**config.mk**
```make
export PLATFORM = sky130hd
export DESIGN_NAME = iotest_ctrl
export DESIGN_NICKNAME = d
export VERILOG_FILES = /design/src/iotest_pkg.sv /design/src/button_if.sv /design/src/button_timer.sv /design/src/iotest_ctrl.sv
export SDC_FILE = /design/constraint.sdc
export NUM_CORES = 1
export LEC_CHECK = 0
export BUFFER_PORTS_ARGS = -buffer_cell sky130_fd_sc_hd__buf_4
export CAP_MARGIN = 30
export CORE_MARGIN = 4
export CORE_UTILIZATION = 30
export DETAILED_ROUTE_END_ITERATION = 7
export HOLD_SLACK_MARGIN = 0.12
export PLACE_DENSITY = 0.48
export RECOVER_POWER = 100
export SYNTH_ARGS = -nofsm -noshare
export SYNTH_HDL_FRONTEND = slang
export SYNTH_SLANG_ARGS = --single-unit
```
**constraint.sdc**
```tcl
create_clock -name clk -period 4.9 [get_ports clk]
set_input_delay 0.735 -clock clk [delete_from_list [all_inputs] [get_ports clk]]
set_output_delay 0.735 -clock clk [all_outputs]
set_load 0.02 [all_outputs]
```
**src/iotest_pkg.sv**
```systemverilog
/*
 Package: register offsets, field positions, analog thresholds and timing counts
 of the I/O module test and indicator controller.
 Assumes a 100 MHz system clock.
*/
package iotest_pkg;
   localparam int unsigned CLK_HZ = 100_000_000;
   localparam int unsigned TICK_MS = 1;
   localparam int unsigned TICK_CYCLES = CLK_HZ / 1000 * TICK_MS;
   // Times in milliseconds, counted in ticks
   localparam int unsigned DEBOUNCE_MS = 20;
   localparam int unsigned QUICK_MS = 1000;
   localparam int unsigned PAUSE_MS = 2000;
   localparam int unsigned LEDTEST_MS = 5000;
   localparam int unsigned IDLE_MS = 30000;
   localparam int unsigned DEBOUNCE_TICKS = DEBOUNCE_MS / TICK_MS;
   localparam int unsigned PAUSE_TICKS = PAUSE_MS / TICK_MS;
   localparam int unsigned LEDTEST_TICKS = LEDTEST_MS / TICK_MS;
   localparam int unsigned IDLE_TICKS = IDLE_MS / TICK_MS;
   localparam int unsigned NCH = 6;
   // Analog thresholds (scaled units)
   localparam logic [15:0] FULL_SCALE = 16'h03e8;
   localparam logic [15:0] OVER_LIMIT = 16'h04b0;
   localparam logic [15:0] PF_LIMIT = 16'h0320;
   localparam logic [15:0] FREQ_LIMIT = 16'h01c2;
   // Register offsets
   localparam logic [7:0] CTRL_OFS = 8'h00;
   localparam logic [7:0] FORCE_OFS = 8'h04;
   localparam logic [7:0] STATUS_OFS = 8'h08;
   localparam logic [7:0] IRQ_STAT_OFS = 8'h0c;
   localparam logic [7:0] IRQ_EN_OFS = 8'h10;
   localparam logic [7:0] IRQ_CLR_OFS = 8'h14;
   // CTRL fields
   localparam int unsigned CTRL_FORCE_BIT = 0;
   localparam int unsigned CTRL_MODE_LSB = 1;
   localparam int unsigned CTRL_FAULT_BIT = 3;
   // FORCE fields
   localparam int unsigned FORCE_ZI_IN_BIT = 6;
   localparam int unsigned FORCE_ZI_OUT_BIT = 7;
   // Interrupt events
   localparam int unsigned EV_ENTER = 0;
   localparam int unsigned EV_LEAVE = 1;
   localparam int unsigned EV_BUTTON = 2;
   localparam int unsigned EV_LINK = 3;
   localparam int unsigned NEV = 4;
   // Module types
   localparam logic [1:0] MOD_INPUT = 2'h0;
   localparam logic [1:0] MOD_DOUT = 2'h1;
   localparam logic [1:0] MOD_AOUT = 2'h2;
   // LED colours
   localparam logic [1:0] LED_OFF = 2'h0;
   localparam logic [1:0] LED_GREEN = 2'h1;
   localparam logic [1:0] LED_YELLOW = 2'h2;
   localparam logic [1:0] LED_RED = 2'h3;
   typedef enum logic [1:0] {BTN_NONE, BTN_QUICK, BTN_AFTER_PAUSE} press_type;
endpackage

```
**src/button_if.sv**
```systemverilog
/*
 Interface: debounced button events and tick between button and sequencer.
 Assumes one clock domain.
*/
`timescale 1ns/100ps
interface button_if;
   logic tick;
   logic press;
   logic after_pause;
   modport src (output tick, output press, output after_pause);
   modport dst (input tick, input press, input after_pause);
endinterface

```
**src/button_timer.sv**
```systemverilog
/*
 Button debouncer and tick divider; flags presses that follow a long pause.
 Assumes button synchronous to clk, active high when pressed.
*/
`timescale 1ns/100ps
module button_timer
   import iotest_pkg::*;
(
   input wire logic clk,
   input wire logic rst_sync_n,
   input wire logic button,
   button_if.src bus
);
   logic [$clog2(TICK_CYCLES)-1:0] div_r;
   logic [7:0] deb_r;
   logic stable_r;
   logic [15:0] gap_r;
   logic tick;

   // ----------------------------------------
   // Tick divider
   // ----------------------------------------
   always_ff @(posedge clk or negedge rst_sync_n) begin
      if (!rst_sync_n) begin
         div_r <= '0;
      end else if (tick) begin
         div_r <= '0;
      end else begin
         div_r <= div_r + 1'b1;
      end
   end
   assign tick = (div_r == ($clog2(TICK_CYCLES))'(TICK_CYCLES - 1));

   // ----------------------------------------
   // Debounce
   // ----------------------------------------
   always_ff @(posedge clk or negedge rst_sync_n) begin
      if (!rst_sync_n) begin
         deb_r <= '0;
         stable_r <= 1'b0;
      end else if (button == stable_r) begin
         deb_r <= '0;
      end else if (tick) begin
         if (deb_r == 8'(DEBOUNCE_TICKS - 1)) begin
            stable_r <= button;
            deb_r <= '0;
         end else begin
            deb_r <= deb_r + 1'b1;
         end
      end
   end

   // ----------------------------------------
   // Pause measurement since last release
   // ----------------------------------------
   always_ff @(posedge clk or negedge rst_sync_n) begin
      if (!rst_sync_n) begin
         gap_r <= '0;
      end else if (stable_r) begin
         gap_r <= '0;
      end else if (tick && gap_r != 16'hffff) begin
         gap_r <= gap_r + 1'b1;
      end
   end

   assign bus.tick = tick;
   assign bus.press = tick && !stable_r && button && deb_r == 8'(DEBOUNCE_TICKS - 1);
   assign bus.after_pause = gap_r > 16'(PAUSE_TICKS);
endmodule

```
**src/iotest_ctrl.sv**
```systemverilog
/*
 I/O module test and LED controller: status, bus-link and channel LEDs,
 button test sequence, remote forcing, AXI4-Lite registers and interrupt.
 Assumes clk at 100 MHz, inputs synchronous, link_detect from bus logic.
*/
// The placing of the registers and the AXI4-Lite slave port were decided locally.
// Operation
// Bus-link LED green while another module is detected, else off; the code also lights it green throughout the LED test.
// Input module: channel LED yellow when its input is high.
// Digital output module: channel LED yellow when output active.
// Analog output: yellow on 20% overrange, power factor over 0.8, frequency over 45 Hz.
// Channel LED dark when no yellow condition holds.
// Normal operation: states follow wiring or pending event signals.
// Press in normal operation enters test mode, clearing all channels and LEDs; the code keeps analog output channel LEDs lit by their analog limits.
// Entering test mode turns status LED from green to yellow.
// First test press selects channel one, shown by green LED.
// Quick press toggles selected channel on and off.
// Press after pause over 2 s advances to next channel.
// Input module test state is also sent over the module bus.
// Digital output test drives the physical output with its LED.
// After channel six, paused press starts LED test; 5 s timeout exits.
// Press within LED-test timeout restarts the sequence.
// Test mode ends after 30 s without press or remote change.
// Remote tool may force test mode and overwrite channels and zone interlock.
// Status LED red on fault, yellow in test or force, green otherwise.
// Button debounced and timed by a tick from the system clock.
`timescale 1ns/100ps
module iotest_ctrl
   import iotest_pkg::*;
#(
   parameter int unsigned IDLE_LIMIT = IDLE_TICKS,
   parameter int unsigned LEDTEST_LIMIT = LEDTEST_TICKS
)(
   input wire logic clk,
   input wire logic rst_n,
   input wire logic button,
   input wire logic link_detect,
   input wire logic internal_fault,
   input wire logic [NCH-1:0] wired_in,
   input wire logic [NCH-1:0] event_out,
   input wire logic [NCH*16-1:0] analog_value,
   input wire logic [NCH-1:0] analog_kind_pf,
   input wire logic [NCH-1:0] analog_kind_freq,
   input wire logic zone_interlock_in,
   input wire logic zone_interlock_evt,
   output logic [NCH-1:0] chan_state,
   output logic [NCH-1:0] phys_out,
   output logic zone_interlock_in_eff,
   output logic zone_interlock_out,
   output logic [1:0] status_led,
   output logic [1:0] link_led,
   output logic [NCH*2-1:0] chan_led,
   output logic irq,
   input wire logic [7:0] s_axi_awaddr,
   input wire logic s_axi_awvalid,
   output logic s_axi_awready,
   input wire logic [31:0] s_axi_wdata,
   input wire logic [3:0] s_axi_wstrb,
   input wire logic s_axi_wvalid,
   output logic s_axi_wready,
   output logic [1:0] s_axi_bresp,
   output logic s_axi_bvalid,
   input wire logic s_axi_bready,
   input wire logic [7:0] s_axi_araddr,
   input wire logic s_axi_arvalid,
   output logic s_axi_arready,
   output logic [31:0] s_axi_rdata,
   output logic [1:0] s_axi_rresp,
   output logic s_axi_rvalid,
   input wire logic s_axi_rready
);
   initial begin
      if (IDLE_LIMIT < 2 || IDLE_LIMIT > 65535 || LEDTEST_LIMIT < 2 || LEDTEST_LIMIT > 65535)
         $error("timeout limit out of range");
   end

   typedef enum logic [1:0] {ST_NORMAL, ST_TEST, ST_LEDTEST} state_type;

   logic rs1_r, rst_sync_n;
   state_type state_r;
   logic [2:0] sel_r;
   logic [NCH-1:0] test_val_r;
   logic [15:0] idle_r;
   logic force_r, fault_sw_r;
   logic [1:0] mod_r;
   logic [7:0] force_val_r;
   logic [NEV-1:0] irq_stat_r, irq_en_r, ev;
   logic link_d_r;
   logic aw_hold_r, w_hold_r;
   logic [7:0] awaddr_r;
   logic [31:0] wdata_r;
   logic wr_fire, remote_chg;
   logic [NCH-1:0] live_val, yellow;
   logic in_test;
   button_if btn();

   // ----------------------------------------
   // Reset release
   // ----------------------------------------
   always_ff @(posedge clk or negedge rst_n) begin
      if (!rst_n) begin
         rs1_r <= 1'b0;
         rst_sync_n <= 1'b0;
      end else begin
         rs1_r <= 1'b1;
         rst_sync_n <= rs1_r;
      end
   end

   button_timer u_btn (
      .clk(clk),
      .rst_sync_n(rst_sync_n),
      .button(button),
      .bus(btn)
   );

   // ----------------------------------------
   // Test sequencer
   // ----------------------------------------
   assign remote_chg = wr_fire && (awaddr_r == CTRL_OFS || awaddr_r == FORCE_OFS);

   always_ff @(posedge clk or negedge rst_sync_n) begin
      if (!rst_sync_n) begin
         state_r <= ST_NORMAL;
         sel_r <= '0;
         test_val_r <= '0;
      end else begin
         case (state_r)
            ST_NORMAL: begin
               if (btn.press) begin
                  state_r <= ST_TEST;
                  sel_r <= '0;
                  test_val_r <= '0;
               end
            end
            ST_TEST: begin
               if (idle_r >= 16'(IDLE_LIMIT)) begin
                  state_r <= ST_NORMAL;
                  sel_r <= '0;
               end else if (btn.press) begin
                  if (sel_r == 3'd0) begin
                     sel_r <= 3'd1;
                  end else if (btn.after_pause) begin
                     if (sel_r == 3'(NCH)) begin
                        state_r <= ST_LEDTEST;
                     end else begin
                        sel_r <= sel_r + 3'd1;
                     end
                  end else begin
                     test_val_r[sel_r-3'd1] <= !test_val_r[sel_r-3'd1];
                  end
               end
            end
            ST_LEDTEST: begin
               if (btn.press) begin
                  state_r <= ST_TEST;
                  sel_r <= '0;
                  test_val_r <= '0;
               end else if (idle_r >= 16'(LEDTEST_LIMIT)) begin
                  state_r <= ST_NORMAL;
                  sel_r <= '0;
               end
            end
            default: state_r <= ST_NORMAL;
         endcase
      end
   end

   // Inactivity counter, cleared by any press or remote change
   always_ff @(posedge clk or negedge rst_sync_n) begin
      if (!rst_sync_n) begin
         idle_r <= '0;
      end else if (btn.press || remote_chg || state_r == ST_NORMAL) begin
         idle_r <= '0;
      end else if (btn.tick && idle_r != 16'hffff) begin
         idle_r <= idle_r + 1'b1;
      end
   end

   // ----------------------------------------
   // Channel state and LEDs
   // ----------------------------------------
   assign in_test = state_r != ST_NORMAL || force_r;
   assign live_val = (mod_r == MOD_INPUT) ? wired_in : event_out;

   generate
      for (genvar i = 0; i < NCH; i++) begin : g_ch
         logic [15:0] v;
         assign v = analog_value[i*16 +: 16];
         always_comb begin
            if (force_r) begin
               chan_state[i] = force_val_r[i];
            end else if (state_r != ST_NORMAL) begin
               chan_state[i] = test_val_r[i];
            end else begin
               chan_state[i] = live_val[i];
            end
            if (mod_r == MOD_AOUT) begin
               if (analog_kind_pf[i]) begin
                  yellow[i] = v > PF_LIMIT;
               end else if (analog_kind_freq[i]) begin
                  yellow[i] = v > FREQ_LIMIT;
               end else begin
                  yellow[i] = v > OVER_LIMIT;
               end
            end else begin
               yellow[i] = chan_state[i];
            end
            if (state_r == ST_LEDTEST) begin
               chan_led[i*2 +: 2] = LED_YELLOW;
            end else if (state_r == ST_TEST && sel_r == 3'(i + 1) && !test_val_r[i]) begin
               chan_led[i*2 +: 2] = LED_GREEN;
            end else begin
               chan_led[i*2 +: 2] = yellow[i] ? LED_YELLOW : LED_OFF;
            end
         end
      end
   endgenerate

   always_ff @(posedge clk or negedge rst_sync_n) begin
      if (!rst_sync_n) begin
         phys_out <= '0;
         zone_interlock_in_eff <= 1'b0;
         zone_interlock_out <= 1'b0;
      end else begin
         phys_out <= (mod_r == MOD_DOUT) ? chan_state : '0;
         zone_interlock_in_eff <= force_r ? force_val_r[FORCE_ZI_IN_BIT] : zone_interlock_in;
         zone_interlock_out <= force_r ? force_val_r[FORCE_ZI_OUT_BIT] : zone_interlock_evt;
      end
   end

   always_comb begin
      if (internal_fault || fault_sw_r) begin
         status_led = LED_RED;
      end else if (in_test) begin
         status_led = LED_YELLOW;
      end else begin
         status_led = LED_GREEN;
      end
      link_led = (link_detect || state_r == ST_LEDTEST) ? LED_GREEN : LED_OFF;
   end

   // ----------------------------------------
   // Interrupts
   // ----------------------------------------
   always_ff @(posedge clk or negedge rst_sync_n) begin
      if (!rst_sync_n) begin
         link_d_r <= 1'b0;
      end else begin
         link_d_r <= link_detect;
      end
   end
   always_comb begin
      ev = '0;
      ev[EV_ENTER] = state_r == ST_NORMAL && btn.press;
      ev[EV_LEAVE] = state_r != ST_NORMAL && idle_r >= 16'(IDLE_LIMIT);
      ev[EV_BUTTON] = btn.press;
      ev[EV_LINK] = link_detect != link_d_r;
   end
   always_ff @(posedge clk or negedge rst_sync_n) begin
      if (!rst_sync_n) begin
         irq_stat_r <= '0;
      end else begin
         for (int k = 0; k < NEV; k++) begin
            if (ev[k]) begin
               irq_stat_r[k] <= 1'b1;
            end else if (wr_fire && awaddr_r == IRQ_CLR_OFS && wdata_r[k]) begin
               irq_stat_r[k] <= 1'b0;
            end
         end
      end
   end
   assign irq = |(irq_stat_r & irq_en_r);

   // ----------------------------------------
   // AXI4-Lite write
   // ----------------------------------------
   assign s_axi_awready = !aw_hold_r && !s_axi_bvalid;
   assign s_axi_wready = !w_hold_r && !s_axi_bvalid;
   assign wr_fire = aw_hold_r && w_hold_r;
   assign s_axi_bresp = 2'h0;

   always_ff @(posedge clk or negedge rst_sync_n) begin
      if (!rst_sync_n) begin
         aw_hold_r <= 1'b0;
         w_hold_r <= 1'b0;
         awaddr_r <= '0;
         wdata_r <= '0;
         s_axi_bvalid <= 1'b0;
      end else begin
         if (s_axi_awvalid && s_axi_awready) begin
            aw_hold_r <= 1'b1;
            awaddr_r <= s_axi_awaddr;
         end
         if (s_axi_wvalid && s_axi_wready) begin
            w_hold_r <= 1'b1;
            wdata_r <= s_axi_wdata;
         end
         if (wr_fire) begin
            aw_hold_r <= 1'b0;
            w_hold_r <= 1'b0;
            s_axi_bvalid <= 1'b1;
         end else if (s_axi_bready) begin
            s_axi_bvalid <= 1'b0;
         end
      end
   end

   always_ff @(posedge clk or negedge rst_sync_n) begin
      if (!rst_sync_n) begin
         force_r <= 1'b0;
         mod_r <= MOD_INPUT;
         fault_sw_r <= 1'b0;
         force_val_r <= '0;
         irq_en_r <= '0;
      end else if (wr_fire) begin
         case (awaddr_r)
            CTRL_OFS: begin
               force_r <= wdata_r[CTRL_FORCE_BIT];
               mod_r <= wdata_r[CTRL_MODE_LSB +: 2];
               fault_sw_r <= wdata_r[CTRL_FAULT_BIT];
            end
            FORCE_OFS: force_val_r <= wdata_r[7:0];
            IRQ_EN_OFS: irq_en_r <= wdata_r[NEV-1:0];
            default: ;
         endcase
      end
   end

   // ----------------------------------------
   // AXI4-Lite read
   // ----------------------------------------
   assign s_axi_arready = !s_axi_rvalid;
   assign s_axi_rresp = 2'h0;
   always_ff @(posedge clk or negedge rst_sync_n) begin
      if (!rst_sync_n) begin
         s_axi_rvalid <= 1'b0;
         s_axi_rdata <= '0;
      end else if (s_axi_arvalid && s_axi_arready) begin
         s_axi_rvalid <= 1'b1;
         case (s_axi_araddr)
            CTRL_OFS: s_axi_rdata <= {28'h0, fault_sw_r, mod_r, force_r};
            FORCE_OFS: s_axi_rdata <= {24'h0, force_val_r};
            STATUS_OFS: s_axi_rdata <= {16'h0, 2'(state_r), 3'h0, sel_r, 2'h0, chan_state};
            IRQ_STAT_OFS: s_axi_rdata <= {28'h0, irq_stat_r};
            IRQ_EN_OFS: s_axi_rdata <= {28'h0, irq_en_r};
            default: s_axi_rdata <= 32'h0;
         endcase
      end else if (s_axi_rready) begin
         s_axi_rvalid <= 1'b0;
      end
   end
endmodule

```
==> flow_metrics.tcl <==
set metrics [dict create \
    power.density_mw_per_mm2 348.2 \
    ios 256 \
    cts_sinks 133 \
    clock.fmax_mhz 267.1 \
    finalMaxSlewViolations 45 \
    drt-total-wl_um 24170 \
    fin_total_pwr_mw 3.398 \
    setup_violations 0 \
    synth_cell_types 68 \
    ys_top_cells_by_area "dfrtp_1, nor2_1, o21ai_0" \
    cts_setup_buffers 0 \
    antenna_found_initial 0 \
    synth_edf_count 0 \
    htreeDepth 4 \
    synthCells 832 \
    ys_ff_latch 133 \
    cts_tree "done" \
    clkTransAtPathRegs_ns 0.06 \
    crit_type "reg2out" \
    area_delta_synth_final_pct 28.02 \
    place_inst 1345 \
    yosysWarningCount 0 \
    portBuffers 203 \
    nets 1231 \
    end_kind "output pin" \
    gp_congestion 0.8557 \
    post_synth.cell_area_avg_um2 9.161 \
    skew_ns 0.01059 \
    cts.path.max_buffers 2 \
    drtAntennaViolNets 0 \
    layout.cells.non_filler 1378 \
    status "finished, violations left" \
    core.rowCount 58 \
    rsz0062_at_grt "no" \
    ys.flop_type "dfrtp_1" \
    dieArea_mm2 0.02802 \
    avgRoutedWirePerCell_um 17.54 \
    clock_latency_ns 0.42 \
    p_leak_nw 4.352 \
    grt_pass1_vias 6675 \
    drc 0 \
    dieWidth_um 167.4 \
    violations "max-capacitance violations, max-slew violations" \
    core_area_mm2 0.02511 \
    track_usage_pct 16.81 \
    hpwl_um 18900 \
    yosysTopAreaCellShare_pct 43.66 \
    hold_class "reg2reg" \
    setup_tns_ns 0 \
    worstSetupStartpointType "flip-flop" \
    synth_area_leader_cell "dfrtp_1" \
    vias_per_cell 4.924 \
    yosysSeqAreaShare_pct 43.66 \
    drt_iter0_drc 277 \
    required_ns 4.16 \
    utilization_pct 38.86 \
    tightest_slew_ns 2.379 \
    async_flop_share_pct 100.0 \
    max-vdd-ir-drop_v 0.0002356 \
    clockRootBuffer "clkbuf_16" \
    grt_max_degree 59 \
    grt_pass1_wl_um 37740 \
    dr.pass1.iters 5 \
    cp.arrival_ns 3.01 \
    diodes 0 \
    critPathMaxFanout 11 \
    drive_gt1_share_pct 21.37 \
    hold_violations 0 \
    num_vias 6785 \
    period_minus_slack_ns 3.744 \
    initial_utilization_pct 30.36 \
    die_h_um 167.4 \
    cts_made_buffers 17 \
    cap_violations 1 \
    synth_area_mm2 0.007622 \
    relSlewSlack_pct -58.61 \
    overflow 0 \
    fin_crit_sh_pct 76.40 \
]
==> stage by stage <==
stage / setup slack [ns] / instance area (um2) / hold slack [ns]
after floorplan: 0.9201 / 7709 / 0.3312
after global placement: 1.292 / 9413 / 0.2775
after detailed placement: 1.279 / 9418 / 0.2835
after CTS: 1.277 / 9997 / 0.2885
after global routing: 0.7571 / 9758 / 0.3670
final: 1.156 / 9758 / 0.3517
==> cell usage in the layout, fill, tap and decap left out, types with 6 or more instances in the layout <==
cell       Yosys  routed
nand2b_1      10      10
and3_1        16      16
ha_1          12      12
a211oi_1       9      10
nand3_1       37      38
o31ai_1        8       9
a21oi_1       27      27
a22oi_1        9       9
xor2_1        28      28
nor3_1        27      27
nor2_1        89      90
or3_1          6       6
buf_4         24     156
mux2_2        25      25
clkbuf_1      22      53
inv_1         28      28
nand4_1       19      19
a311oi_1       6       6
clkbuf_16      0      17
nor4_1        13      14
conb_1         2      25
nor2b_1       10      10
or4_1          6       7
nand2_1       81      81
mux2i_1       16      16
xnor2_1       16      16
nor3b_1        7       7
dfrtp_1      133     133
o21ai_0       63      63
==> Yosys cell counts (6+ instances only) <==
master    number
and2_1         6
o31ai_1        8
a22oi_1        9
a21oi_1       27
o21ai_0       63
dfrtp_1      133
clkbuf_1      22
or4_1          6
buf_4         24
nor2_1        89
nor4_1        13
nor2b_1       10
and3_1        16
inv_1         28
mux2i_1       16
nor3b_1        7
nand2_1       81
xnor2_1       16
mux2_2        25
a211oi_1       9
a311oi_1       6
nand3_1       37
nand4_1       19
or3_1          6
xor2_1        28
ha_1          12
nand2b_1      10
nor3_1        27
==> registers in the layout, summed over array words and instances (netlist names), 3 cells and up <==
register and flops:
awaddr_r 8, force_val_r 8, idle_r 16, irq_en_r 4, irq_stat_r 4, phys_out 6
s_axi_rdata 13, sel_r 3, test_val_r 6, u_btn.deb_r 8, u_btn.div_r 17, u_btn.gap_r 16
wdata_r 8
==> timing repair <==
action,in CTS,in global routing
hold buffers,1,0
endpoints found under the hold margin,2,0
gates resized for setup,0,0
setup endpoints to repair,0,0
==> path summary, 6_finish.rpt <==
kind                       depth (start not counted)         endpoint  slack (ns)  startpoint
min in group asynchronous                          0  u_btn.div_r[12]        0.53  rst_sync_n
max in group asynchronous                          1   s_axi_rdata[4]        1.54  rst_sync_n
min                                                0       rst_sync_n        0.35       rs1_r
max reg2reg                                        1   s_axi_rdata[4]        1.54  rst_sync_n
min reg2reg                                        0       rst_sync_n        0.35       rs1_r
max                                                8      chan_led[1]        1.16  state_r[1]
==> logic make-up (layout without fill, tap and decap cells) <==
logic type / Yosys count / in the layout / share of synthesized area (%)
AO/OA/AOI/OAI: 166 / 166 / 14.23
XOR/XNOR: 44 / 44 / 5.056
adder cells (fa/ha/maj): 12 / 12 / 1.970
buffers and inverters: 78 / 271 / 5.072
flip-flops: 133 / 133 / 43.66
multiplexers: 42 / 42 / 5.991
other: 2 / 25 / 0.09853
AND/OR/NAND/NOR: 355 / 355 / 23.92
==> where the power goes <==
part	switching (mW)	internal, mW	total (mW)
combinational	0.490	0.323	0.813
sequential	0.131	1.23	1.36
clock	0.512	0.714	1.23
==> critical path: stages, from the launching register on <==
cell      delay (ns)
dfrtp_1         0.47
nor2_1          0.23
clkbuf_1        0.44
nor2_1          0.09
a311oi_1        0.26
a21o_1          0.23
nor2_1          0.08
o41ai_1         0.49
clkbuf_1        0.29
==> cell type report <==
cell class              instances  area [um2]
repair buffers                211        1385
clock inverters                14       130.1
clock buffers                  18       439.2
well taps                     330       412.9
flip-flops and latches        133        3328
fillers                      2637       15350
inverters                      28       105.1
multi-input cells             644        3958
==> routing by layer <==
| metal | global-route usage [%] | wire [um] | vias up |
|---|---|---|---|
| met5 | 0 | 0 | - |
| met4 | 3.458 | 312 | 0 |
| met3 | 4.131 | 1276 | 20 |
| met2 | 29.05 | 11940 | 190 |
| met1 | 21.49 | 10640 | 3222 |
| li1 | - | - | 3353 |
(Power assumes the default switching activity.)
